**config.mk**
```make
export PLATFORM = sky130hd
export DESIGN_NAME = nvm_irq_ctrl
export DESIGN_NICKNAME = d
export VERILOG_FILES = /design/src/logic/nvm_irq_pkg.sv /design/src/logic/ret_stack.sv /design/src/logic/nvm_irq_ctrl.sv
export SDC_FILE = /design/constraint.sdc
export NUM_CORES = 1
export LEC_CHECK = 0
export ABC_AREA = 1
export BUFFER_PORTS_ARGS = -buffer_cell sky130_fd_sc_hd__buf_2
export CAP_MARGIN = 20
export CORE_AREA = 4 4 71 121
export DETAILED_ROUTE_END_ITERATION = 8
export DIE_AREA = 0 0 75 125
export GPL_ROUTABILITY_DRIVEN = 0
export PLACE_DENSITY_LB_ADDON = 0.05
export RECOVER_POWER = 50
export SLEW_MARGIN = 15
export SYNTH_ARGS = -nofsm -noshare
export SYNTH_HDL_FRONTEND = slang
export SYNTH_SLANG_ARGS = --single-unit
```
**constraint.sdc**
```tcl
create_clock -name clk_in -period 7.34 [get_ports clk_in]
set_clock_uncertainty 0.05 [all_clocks]
set_input_delay 1.468 -clock clk_in [delete_from_list [all_inputs] [get_ports clk_in]]
set_output_delay 1.468 -clock clk_in [all_outputs]
set_load 0.03 [all_outputs]
```
**src/logic/nvm_irq_pkg.sv**
```systemverilog
// Package with register map, field positions, reset values and types of the NVM interrupt block.
package nvm_irq_pkg;

  // Register byte offsets on the APB slave.
  localparam logic [7:0] CTRL_OFFSET     = 8'h00;
  localparam logic [7:0] FLAGS_OFFSET    = 8'h04;
  localparam logic [7:0] FLAG_CLR_OFFSET = 8'h08;
  localparam logic [7:0] IRQ_STAT_OFFSET = 8'h0c;
  localparam logic [7:0] IRQ_CLR_OFFSET  = 8'h10;
  localparam logic [7:0] IRQ_EN_OFFSET   = 8'h14;
  localparam logic [7:0] STACK_OFFSET    = 8'h18;

  // Control register field positions.
  localparam int GIE_BIT     = 0;
  localparam int NVM_EN_BIT  = 1;
  localparam int GRP_EN_BIT  = 2;

  // Flag register field positions.
  localparam int NVM_FLAG_BIT = 0;
  localparam int GRP_FLAG_BIT = 1;

  // Interrupt status field positions.
  localparam int EV_TAKEN_BIT = 0;
  localparam int EV_WAKE_BIT  = 1;
  localparam int EV_OVF_BIT   = 2;
  localparam int EV_WIDTH     = 3;

  // Reset values.
  localparam logic [2:0]          CTRL_RESET = 3'h0;
  localparam logic [EV_WIDTH-1:0] EV_RESET   = 3'h0;

  // Return stack depth and program counter width.
  localparam int STACK_DEPTH = 4;
  localparam int PTR_W       = 3;
  localparam int PC_W        = 12;
  localparam logic [PC_W-1:0] GROUP_VECTOR = 12'h014;

  // Sequencer requests toward the stack.
  typedef struct packed {
    logic call_op;
    logic subroutine_exit_op;
    logic interrupt_exit_op;
  } seq_req_t;

  // Stack operation decided by the controller.
  typedef enum logic [1:0] {
    ST_IDLE = 2'b00,
    ST_PUSH = 2'b01,
    ST_POP  = 2'b11
  } stack_op_t;

  // Power state of the core.
  typedef enum logic [1:0] {
    PW_RUN   = 2'b00,
    PW_IDLE  = 2'b01,
    PW_SLEEP = 2'b11
  } power_state_t;

endpackage

```
**src/logic/ret_stack.sv**
```systemverilog
// Return stack holding program counters only, in flip-flops addressed by a pointer.
`timescale 1ns/100ps
module ret_stack import nvm_irq_pkg::*; (
  input  wire logic            clk_in,     // System clock.
  input  wire logic            sys_rst_in, // Synchronous reset, high.
  input  wire stack_op_t       op_in,      // Push, pop or idle.
  input  wire logic [PC_W-1:0] push_pc_in, // Program counter to push.
  output logic [PC_W-1:0]      top_pc_out, // Entry at the top.
  output logic [PTR_W-1:0]     level_out,  // Used entries.
  output logic                 full_out    // No free entry left.
);

  logic [PC_W-1:0]  mem_q [STACK_DEPTH];
  logic [PTR_W-1:0] ptr_q;

  // Pointer moves on push and pop; overflow and underflow are refused.
  always_ff @(posedge clk_in) begin
    if (sys_rst_in) begin
      ptr_q <= '0;
    end else if (op_in == ST_PUSH && ptr_q < PTR_W'(STACK_DEPTH)) begin
      ptr_q <= ptr_q + 1'b1;
    end else if (op_in == ST_POP && ptr_q != '0) begin
      ptr_q <= ptr_q - 1'b1;
    end
  end

  // Only the program counter is stored; no other register is saved.
  always_ff @(posedge clk_in) begin
    if (op_in == ST_PUSH && ptr_q < PTR_W'(STACK_DEPTH)) begin
      mem_q[ptr_q[PTR_W-2:0]] <= push_pc_in;
    end
  end

  assign top_pc_out = (ptr_q == '0) ? '0 : mem_q[2'(ptr_q - 1'b1)];
  assign level_out  = ptr_q;
  assign full_out   = (ptr_q == PTR_W'(STACK_DEPTH));

endmodule

```
**src/logic/nvm_irq_ctrl.sv**
```systemverilog
// Interrupt request, enable, service and wake-up logic for the NVM completion interrupt.
//
// Decided for this implementation: the address map and the APB interface to the registers.
`timescale 1ns/100ps
// Functional notes
// RULE_01: The completion flag is set whenever an NVM erase or write cycle finishes.
// RULE_02: Vectoring needs the global enable, the NVM enable and the group enable all set.
// RULE_03: An enabled request calls the group vector only while the stack has a free entry.
// RULE_04: Taking the interrupt clears the global enable.
// RULE_05: Service clears only the group flag; software clears the NVM flag itself.
// RULE_06: Any rising request flag wakes the core from sleep or idle, enables aside.
// RULE_07: Software sets a flag before sleeping if that source must not wake the core.
// RULE_08: A set flag stays set until serviced or cleared by software, enable or not.
// RULE_09: Interrupt entry pushes only the program counter.
// RULE_10: The interrupt exit returns and sets the global enable again.
// RULE_11: The subroutine exit returns and leaves the global enable untouched.
// RULE_12: Software should avoid calls inside a service routine to spare the stack.
// RULE_13: A flag set event beats a software clear in the same cycle.
module nvm_irq_ctrl import nvm_irq_pkg::*; (
  input  wire logic            clk_in,          // System clock, 125 MHz.
  input  wire logic            sys_rst_in,      // Synchronous reset, high.
  input  wire logic            psel,            // APB select.
  input  wire logic            penable,         // APB access phase.
  input  wire logic            pwrite,          // APB write.
  input  wire logic [7:0]      paddr,           // APB byte address.
  input  wire logic [31:0]     pwdata,          // APB write data.
  output logic [31:0]          prdata,          // APB read data.
  output logic                 pready,          // APB ready.
  output logic                 pslverr,         // APB error on unmapped address.
  input  wire logic            nvm_erase_done_in, // Erase cycle ended, pulse.
  input  wire logic            nvm_write_done_in, // Write cycle ended, pulse.
  input  wire seq_req_t        seq_req_in,      // Sequencer call and exit requests.
  input  wire logic [PC_W-1:0] seq_pc_in,       // Return address of the current program.
  input  wire logic            sleep_req_in,    // Enter sleep, pulse.
  input  wire logic            idle_req_in,     // Enter idle, pulse.
  output logic                 vector_take_out, // Interrupt taken the cycle before, pulse, registered.
  output logic [PC_W-1:0]      vector_pc_out,   // Vector or return address, registered.
  output logic                 return_out,      // Return address valid, pulse, registered.
  output logic                 wake_out,        // Wake-up event, pulse, registered.
  output power_state_t         power_state_out, // Current power state.
  output logic                 irq_out          // Level interrupt to the host.
);

  logic [2:0]          ctrl_q;
  logic                nvm_flag_q;
  logic                grp_flag_q;
  logic                nvm_flag_prev_q;
  logic                grp_flag_prev_q;
  logic [EV_WIDTH-1:0] ev_stat_q;
  logic [EV_WIDTH-1:0] ev_en_q;
  power_state_t        pwr_q;
  logic                wake_q;
  logic [PC_W-1:0]     vec_pc_q;
  logic                ret_q;
  logic                take_q;
  stack_op_t           st_op;
  logic [PC_W-1:0]     top_pc;
  logic [PTR_W-1:0]    st_level;
  logic                st_full;
  logic                wr_en;
  logic                rd_en;
  logic                nvm_set;
  logic                nvm_clr;
  logic                take;
  logic                rise;
  logic                pend;
  logic                seq_busy;
  logic [EV_WIDTH-1:0] ev_set;

  // Address decode used only for the error response on unmapped addresses.
  function automatic logic known_addr(input logic [7:0] a);
    return a == CTRL_OFFSET || a == FLAGS_OFFSET || a == FLAG_CLR_OFFSET ||
           a == IRQ_STAT_OFFSET || a == IRQ_CLR_OFFSET || a == IRQ_EN_OFFSET ||
           a == STACK_OFFSET;
  endfunction

  // The slave answers in the first access cycle, with no wait state.
  assign pready  = 1'b1;
  assign pslverr = psel && penable && !known_addr(paddr);
  assign wr_en   = psel && penable && pwrite;
  assign rd_en   = psel && !penable && !pwrite;

  // Event sources for the completion flag.
  assign nvm_set = nvm_erase_done_in || nvm_write_done_in; // [RULE_01]
  assign nvm_clr = wr_en && paddr == FLAG_CLR_OFFSET && pwdata[NVM_FLAG_BIT];

  // A request is pending only when every enable is set; the flags themselves need none.
  assign pend = ctrl_q[GIE_BIT] && ctrl_q[NVM_EN_BIT] && ctrl_q[GRP_EN_BIT] &&
                grp_flag_q && nvm_flag_q; // [RULE_02]
  // The stack has one port, so entry also waits a cycle while a call or a return uses it.
  assign seq_busy = |seq_req_in;
  // A full stack would lose the return address, so the call waits.
  assign take = pend && !st_full && pwr_q == PW_RUN && !seq_busy; // [RULE_03]

  // Wake on a rising flag, enables not consulted.
  assign rise = (nvm_flag_q && !nvm_flag_prev_q) || (grp_flag_q && !grp_flag_prev_q); // [RULE_06]

  // Stack traffic from interrupt entry, calls and both kinds of exit.
  always_comb begin
    st_op = ST_IDLE;
    if (take || seq_req_in.call_op) begin
      st_op = ST_PUSH; // [RULE_09]
    end else if (seq_req_in.subroutine_exit_op || seq_req_in.interrupt_exit_op) begin
      st_op = ST_POP;
    end
  end

  ret_stack u_stack (
    .clk_in     (clk_in),
    .sys_rst_in (sys_rst_in),
    .op_in      (st_op),
    .push_pc_in (seq_pc_in),
    .top_pc_out (top_pc),
    .level_out  (st_level),
    .full_out   (st_full)
  );

  // Completion flag holds until cleared by software; a same-cycle event wins.
  always_ff @(posedge clk_in) begin
    if (sys_rst_in) begin
      nvm_flag_q <= 1'b0;
    end else if (nvm_set) begin
      nvm_flag_q <= 1'b1; // [RULE_13]
    end else if (nvm_clr) begin
      nvm_flag_q <= 1'b0; // [RULE_08] [RULE_05]
    end
  end

  // Group flag follows the member flag and is cleared by service or software.
  always_ff @(posedge clk_in) begin
    if (sys_rst_in) begin
      grp_flag_q <= 1'b0;
    end else if (nvm_set) begin
      grp_flag_q <= 1'b1; // [RULE_13]
    end else if (take) begin
      grp_flag_q <= 1'b0; // [RULE_05]
    end else if (wr_en && paddr == FLAG_CLR_OFFSET && pwdata[GRP_FLAG_BIT]) begin
      grp_flag_q <= 1'b0; // [RULE_08]
    end
  end

  // Control enables; hardware entry and exit override a software write.
  always_ff @(posedge clk_in) begin
    if (sys_rst_in) begin
      ctrl_q <= CTRL_RESET;
    end else begin
      if (wr_en && paddr == CTRL_OFFSET) begin
        ctrl_q <= pwdata[2:0];
      end
      if (take) begin
        ctrl_q[GIE_BIT] <= 1'b0; // [RULE_04]
      end else if (seq_req_in.interrupt_exit_op) begin
        ctrl_q[GIE_BIT] <= 1'b1; // [RULE_10]
      end
    end
  end

  // Previous flag values for the rising-edge wake detector.
  always_ff @(posedge clk_in) begin
    if (sys_rst_in) begin
      nvm_flag_prev_q <= 1'b0;
      grp_flag_prev_q <= 1'b0;
    end else begin
      nvm_flag_prev_q <= nvm_flag_q;
      grp_flag_prev_q <= grp_flag_q;
    end
  end

  // Power state; a rising flag returns the core to run.
  always_ff @(posedge clk_in) begin
    if (sys_rst_in) begin
      pwr_q  <= PW_RUN;
      wake_q <= 1'b0;
    end else begin
      wake_q <= 1'b0;
      unique case (pwr_q)
        PW_RUN: begin
          if (sleep_req_in) begin
            pwr_q <= PW_SLEEP;
          end else if (idle_req_in) begin
            pwr_q <= PW_IDLE;
          end
        end
        PW_IDLE, PW_SLEEP: begin
          if (rise) begin
            pwr_q  <= PW_RUN; // [RULE_06]
            wake_q <= 1'b1;
          end
        end
        default: begin
          pwr_q <= PW_RUN;
        end
      endcase
    end
  end

  // Vector and return address toward the sequencer.
  always_ff @(posedge clk_in) begin
    if (sys_rst_in) begin
      vec_pc_q <= '0;
      ret_q    <= 1'b0;
      take_q   <= 1'b0;
    end else begin
      take_q <= take;
      ret_q  <= st_op == ST_POP && st_level != '0; // [RULE_11]
      if (take) begin
        vec_pc_q <= GROUP_VECTOR;
      end else if (st_op == ST_POP) begin
        vec_pc_q <= top_pc;
      end
    end
  end

  // Sticky event status; a new event wins over a same-cycle clear.
  assign ev_set = {st_full && seq_req_in.call_op, wake_q, take_q};
  always_ff @(posedge clk_in) begin
    if (sys_rst_in) begin
      ev_stat_q <= EV_RESET;
      ev_en_q   <= EV_RESET;
    end else begin
      if (wr_en && paddr == IRQ_EN_OFFSET) begin
        ev_en_q <= pwdata[EV_WIDTH-1:0];
      end
      if (wr_en && paddr == IRQ_CLR_OFFSET) begin
        ev_stat_q <= (ev_stat_q & ~pwdata[EV_WIDTH-1:0]) | ev_set;
      end else begin
        ev_stat_q <= ev_stat_q | ev_set;
      end
    end
  end

  // Read data is registered in the setup cycle and stands through the access.
  always_ff @(posedge clk_in) begin
    if (sys_rst_in) begin
      prdata <= '0;
    end else if (rd_en) begin
      unique case (paddr)
        CTRL_OFFSET:     prdata <= {29'h0, ctrl_q};
        FLAGS_OFFSET:    prdata <= {30'h0, grp_flag_q, nvm_flag_q};
        IRQ_STAT_OFFSET: prdata <= {29'h0, ev_stat_q};
        IRQ_EN_OFFSET:   prdata <= {29'h0, ev_en_q};
        STACK_OFFSET:    prdata <= {27'h0, st_full, 1'b0, st_level};
        default:         prdata <= '0;
      endcase
    end
  end

  assign irq_out         = |(ev_stat_q & ev_en_q);
  assign vector_take_out = take_q;
  assign vector_pc_out   = vec_pc_q;
  assign return_out      = ret_q;
  assign wake_out        = wake_q;
  assign power_state_out = pwr_q;

  // Checks next to the logic.
  a_take_needs_enables: assert property ( // [RULE_02]
    @(posedge clk_in) disable iff (sys_rst_in)
    take |-> ctrl_q[GIE_BIT] && ctrl_q[NVM_EN_BIT] && ctrl_q[GRP_EN_BIT])
    else $error("Interrupt taken without all enables.");
  a_no_take_full: assert property ( // [RULE_03]
    @(posedge clk_in) disable iff (sys_rst_in)
    st_full |-> !take)
    else $error("Interrupt taken with full stack.");
  a_gie_cleared: assert property ( // [RULE_04]
    @(posedge clk_in) disable iff (sys_rst_in)
    take |=> !ctrl_q[GIE_BIT])
    else $error("Global enable not cleared on entry.");
  a_nvm_kept: assert property ( // [RULE_05]
    @(posedge clk_in) disable iff (sys_rst_in)
    take && !nvm_clr |=> nvm_flag_q && vector_take_out)
    else $error("Completion flag lost on service.");
  a_flag_set: assert property ( // [RULE_01]
    @(posedge clk_in) disable iff (sys_rst_in)
    nvm_set |=> nvm_flag_q)
    else $error("Completion flag not set.");
  a_flag_hold: assert property ( // [RULE_08]
    @(posedge clk_in) disable iff (sys_rst_in)
    nvm_flag_q && !nvm_clr |=> nvm_flag_q)
    else $error("Completion flag dropped.");
  a_wake_rise: assert property ( // [RULE_06]
    @(posedge clk_in) disable iff (sys_rst_in)
    pwr_q != PW_RUN && rise |=> wake_out && pwr_q == PW_RUN ##1 !wake_out)
    else $error("No wake on rising flag.");
  a_exit_gie: assert property ( // [RULE_10]
    @(posedge clk_in) disable iff (sys_rst_in)
    seq_req_in.interrupt_exit_op && !take |=> ctrl_q[GIE_BIT])
    else $error("Interrupt exit did not set global enable.");
  a_ret_keep: assert property ( // [RULE_11]
    @(posedge clk_in) disable iff (sys_rst_in)
    seq_req_in.subroutine_exit_op && !seq_req_in.interrupt_exit_op &&
    !(wr_en && paddr == CTRL_OFFSET) |=> $stable(ctrl_q[GIE_BIT]))
    else $error("Subroutine exit changed global enable.");
  a_set_wins: assert property ( // [RULE_13]
    @(posedge clk_in) disable iff (sys_rst_in)
    nvm_set && nvm_clr |=> nvm_flag_q)
    else $error("Clear beat a set.");
  a_push_pc: assert property ( // [RULE_09]
    @(posedge clk_in) disable iff (sys_rst_in)
    take |=> top_pc == $past(seq_pc_in))
    else $error("Pushed value not the PC.");
  a_take_pulse: assert property ( // [RULE_04]
    @(posedge clk_in) disable iff (sys_rst_in)
    vector_take_out |=> !vector_take_out)
    else $error("Second entry before the global enable was set again.");
  a_take_vector: assert property ( // [RULE_03]
    @(posedge clk_in) disable iff (sys_rst_in)
    take |=> vector_take_out && vector_pc_out == GROUP_VECTOR)
    else $error("Entry did not present the group vector.");
  a_grp_serviced: assert property ( // [RULE_05]
    @(posedge clk_in) disable iff (sys_rst_in)
    take && !nvm_set |=> !grp_flag_q)
    else $error("Group flag not cleared on service.");
  a_sw_clear: assert property ( // [RULE_05]
    @(posedge clk_in) disable iff (sys_rst_in)
    nvm_clr && !nvm_set |=> !nvm_flag_q)
    else $error("Software clear of the completion flag ignored.");
  a_stat_sticky: assert property ( // [RULE_08]
    @(posedge clk_in) disable iff (sys_rst_in)
    !(wr_en && paddr == IRQ_CLR_OFFSET) |=> (~ev_stat_q & $past(ev_stat_q)) == '0)
    else $error("Status bit dropped without a clear.");
  a_low_power_hold: assert property ( // [RULE_06]
    @(posedge clk_in) disable iff (sys_rst_in)
    pwr_q != PW_RUN && !rise |=> pwr_q == $past(pwr_q))
    else $error("Low-power state left without a rising flag.");
  a_push_level: assert property ( // [RULE_09]
    @(posedge clk_in) disable iff (sys_rst_in)
    take |=> st_level == $past(st_level) + 1'b1)
    else $error("Entry did not take one stack entry.");
  a_ret_valid: assert property ( // [RULE_10]
    @(posedge clk_in) disable iff (sys_rst_in)
    seq_req_in.interrupt_exit_op && !seq_req_in.call_op && st_level != '0 |=> return_out)
    else $error("Interrupt exit gave no return address.");
  a_ret_addr: assert property ( // [RULE_10]
    @(posedge clk_in) disable iff (sys_rst_in)
    st_op == ST_POP && st_level != '0 |=> vector_pc_out == $past(top_pc))
    else $error("Return address not the stacked one.");

  // Main scenarios that the bench is expected to reach.
  c_taken:   cover property (@(posedge clk_in) take);
  c_wake:    cover property (@(posedge clk_in) wake_q);
  c_interrupt_exit_op:    cover property (@(posedge clk_in) take ##[1:20] seq_req_in.interrupt_exit_op);
  c_full:    cover property (@(posedge clk_in) pend && st_full);
  c_set_clr: cover property (@(posedge clk_in) nvm_set && nvm_clr);

endmodule

```
==> impl_metrics.yaml <==
worst_setup_path:
  cp.required_ns: 5.82
  r2r_start: "u_stack.level_out[0]$_SDFFE_PP0P_"
  cp_top_family: "simple AND/OR/NAND/NOR gates"
  slowest_delay_ns: 0.21
  path_cells: "buf_2 > nor2_1 > nand2_1 > nor2_2 > nand2_1 > nand2_1 > nor3_1 > buf_2"
  path_common_cell: "nand2_1"
  critPathMaxFanout: 4
  startpoint: "paddr[1]"
  path_class: "in -> out"
  cpMaxStageDelayCell: "nor2_1"
  path_buf_inv: 2
  startpoint_type: "input pin"
  cp-end-kind: "output port"
  crit_arrival_ns: 2.59
grt:
  grt_pass1_vias: 2788
  grt_max_degree: 30
  track_usage_pct: 18.5
  antenna_found_initial: 0
  grt_first_pass_wirelength_um: 13100
  grt-ovfl-total: 0
yosys:
  synth_seq_cells: 85
  avgSynthCellArea_um2: 9.43
  postSynthCellCount: 401
  synthDistinctLibCells: 32
  syn-cell-area_um2: 3780
  yosysSeqAreaShare_pct: 57.7
  yosys_warnings: 0
sta:
  hold_viol: 0
  fin_crit_ns: 4.11
  tns_ns: 0
  fmax_mhz: 243
  slew_viol_final: 0
  relSlewSlack_pct: 42.9
  fin_crit_sh_pct: 56.0
  setup_viol: 0
  rsz0062_at_grt: "false"
  tightestPinTransition_ns: 0.857
  setup_ws_ns: 3.23
finish:
  finish.utilization_pct: 56.4
  multiInputGateArea_um2: 1260
  nets: 528
  register_area_um2: 2180
  finalInstanceArea_um2: 4300
  diodes: 0
  areaGrowthSynthToFinish_pct: 13.8
  fillers: 718
  drive_gt1_share_pct: 13.4
route:
  wirelength_um: 8200
  ant_nets: 0
  wl_per_cell_um: 14.9
  dr.first_iter.drc_count: 90
  first_pass_iters: 4
  vias: 2796
  post-route-drc-count: 0
  viasPerCell: 5.07
placement:
  hpwlAfterDp_um: 5760
  dp_slack_ns: 3.35
  io_buffers: 57
  place_area_um2: 4030
clock_network:
  htree_levels: 3
  cts_made_buffers: 9
  cts_setup_buffers: 0
  cts-root-buf: "clkbuf_16"
  hold_buffers: 0
  clockBufferDepth: 2
  cts_sinks: 85
  cts_resized: 0
  clk_latency_ns: 0.33
  cts_tree: "built"
  clk_pin_slew_ns: 0.06
floorplan:
  ios: 116
  die_y_um: 125
  core-area_um2: 7620
  num_rows: 42
  initial_utilization_pct: 49.6
  die-area_um2: 9380
  die_w_um: 75
worst_hold_path:
  hp-class: "reg -> reg"
  min_from: "vector_take_out$_SDFF_PP0_"
run:
  drv_cap: 0
power:
  ir_drop_v: 0.000182
  p_leak_uw: 0.00174
  power.density_nw_per_um2: 295
  finalPower_uw: 1270
status:
  run_status: "completed"
[layout make-up]
cell class	count	share of cell area, %
flip-flops and latches	85	50.7
multi-input cells	261	29.4
repair buffers	61	6.49
clock buffers	12	5.50
inverters	41	3.61
well taps	88	2.56
clock inverters	4	1.72
[registers in the layout (all words and copies together) (netlist names)]
signal / count
u_stack.mem_q: 48
vector_pc_out: 12
prdata: 4
ctrl_q: 3
ev_en_q: 3
ev_stat_q: 3
u_stack.level_out: 3
power_state_out: 2
grp_flag_prev_q: 1
grp_flag_q: 1
nvm_flag_prev_q: 1
nvm_flag_q: 1
return_out: 1
vector_take_out: 1
wake_out: 1
[worst reg2reg max path: cells and delay by family (launching register included)]
family        cells  cell delay (ns)
buf+inv           4             1.16
flops             1             0.30
fa+ha+maj         1             0.31
simple gates      5             0.51
[per-stage QoR]
step / std cells / hold WS [ns]
floorplan: 428 / 0.389
global placement: 536 / 0.383
detailed placement: 536 / 0.392
CTS: 552 / 0.402
global route: 552 / 0.421
finish: 552 / 0.399
[Yosys cell counts]
| library cell | instances | share of area (%) |
|---|---|---|
| clkinv_2 | 1 | 0.13 |
| a21oi_2 | 3 | 0.70 |
| inv_2 | 3 | 0.30 |
| nand3b_1 | 1 | 0.20 |
| o22ai_1 | 13 | 2.2 |
| buf_1 | 1 | 0.099 |
| a21o_1 | 1 | 0.20 |
| dfxtp_1 | 37 | 20 |
| buf_2 | 6 | 0.79 |
| o21ai_2 | 1 | 0.23 |
| nand2_2 | 3 | 0.50 |
| clkbuf_1 | 3 | 0.30 |
| conb_1 | 2 | 0.20 |
| buf_4 | 31 | 6.2 |
| a21oi_1 | 28 | 3.7 |
| nor2_2 | 2 | 0.33 |
| nor2_1 | 47 | 4.7 |
| nor3_2 | 1 | 0.26 |
| ha_1 | 5 | 1.7 |
| nand2_4 | 2 | 0.60 |
| o21ai_0 | 37 | 4.9 |
| nand3_1 | 18 | 2.4 |
| xor2_1 | 1 | 0.23 |
| nand2_1 | 61 | 6.1 |
| nor3_1 | 2 | 0.26 |
| inv_1 | 37 | 3.7 |
| nand4_1 | 1 | 0.17 |
| edfxtp_1 | 48 | 38 |
| nand3_4 | 1 | 0.46 |
| nor2_4 | 1 | 0.30 |
| a32o_1 | 1 | 0.26 |
| o211ai_1 | 2 | 0.40 |
[cell usage in the layout, fill, tap and decap left out, drive strengths merged]
| cell | Yosys | routed |
|---|---|---|
| nor2 | 50 | 50 |
| o22ai | 13 | 13 |
| ha | 5 | 5 |
| xor2 | 1 | 1 |
| inv | 40 | 40 |
| bufinv | 0 | 2 |
| edfxtp | 48 | 48 |
| o211ai | 2 | 2 |
| a21oi | 31 | 31 |
| clkinv | 1 | 3 |
| clkbuf | 3 | 41 |
| nor3 | 3 | 3 |
| nand3 | 19 | 19 |
| a32o | 1 | 1 |
| o21ai | 38 | 38 |
| dfxtp | 37 | 37 |
| nand2 | 66 | 66 |
| nand4 | 1 | 1 |
| buf | 38 | 32 |
| conb | 2 | 29 |
| a21o | 1 | 1 |
| nand3b | 1 | 1 |
[cell families (layout without fill, tap and decap cells)]
kind of cell | count (synthesis) | count (layout) | synth area share [%]
buffers and inverters | 82 | 118 | 11.5
other | 2 | 29 | 0.199
xor gates and xnor gates | 1 | 1 | 0.232
adders and majority gates | 5 | 5 | 1.66
DFF | 85 | 85 | 57.7
AOI/OAI and AO/OA | 86 | 86 | 12.5
and+or+nand+nor | 140 | 140 | 16.2
[metal layers]
metal  vias up  global-route usage [%]  wire, µm
li1       1396                       -         -
met1      1301                    19.9      3090
met2        76                    32.4      4390
met3        23                    3.37       405
met4         0                    10.7       316
met5         -                       0         0
[report_power, final]
group	internal, µW	switching (µW)	total, µW
Combinational	66.4	175	241
Clock	298	168	467
Sequential	546	15.9	562
Total	911	359	1270
[final timing paths]
check / end / slack [ns] / cells past startpoint
setup / recovery: pslverr / 3.23 / 8
hold / removal: ev_stat_q[0]$_SDFF_PP0_ / 0.40 / 2
setup reg to reg: u_stack.mem_q[3][3]$_DFFE_PP_ / 4.63 / 10
hold reg to reg: ev_stat_q[0]$_SDFF_PP0_ / 0.40 / 2
No activity file was read; power rests on OpenSTA's default activity.
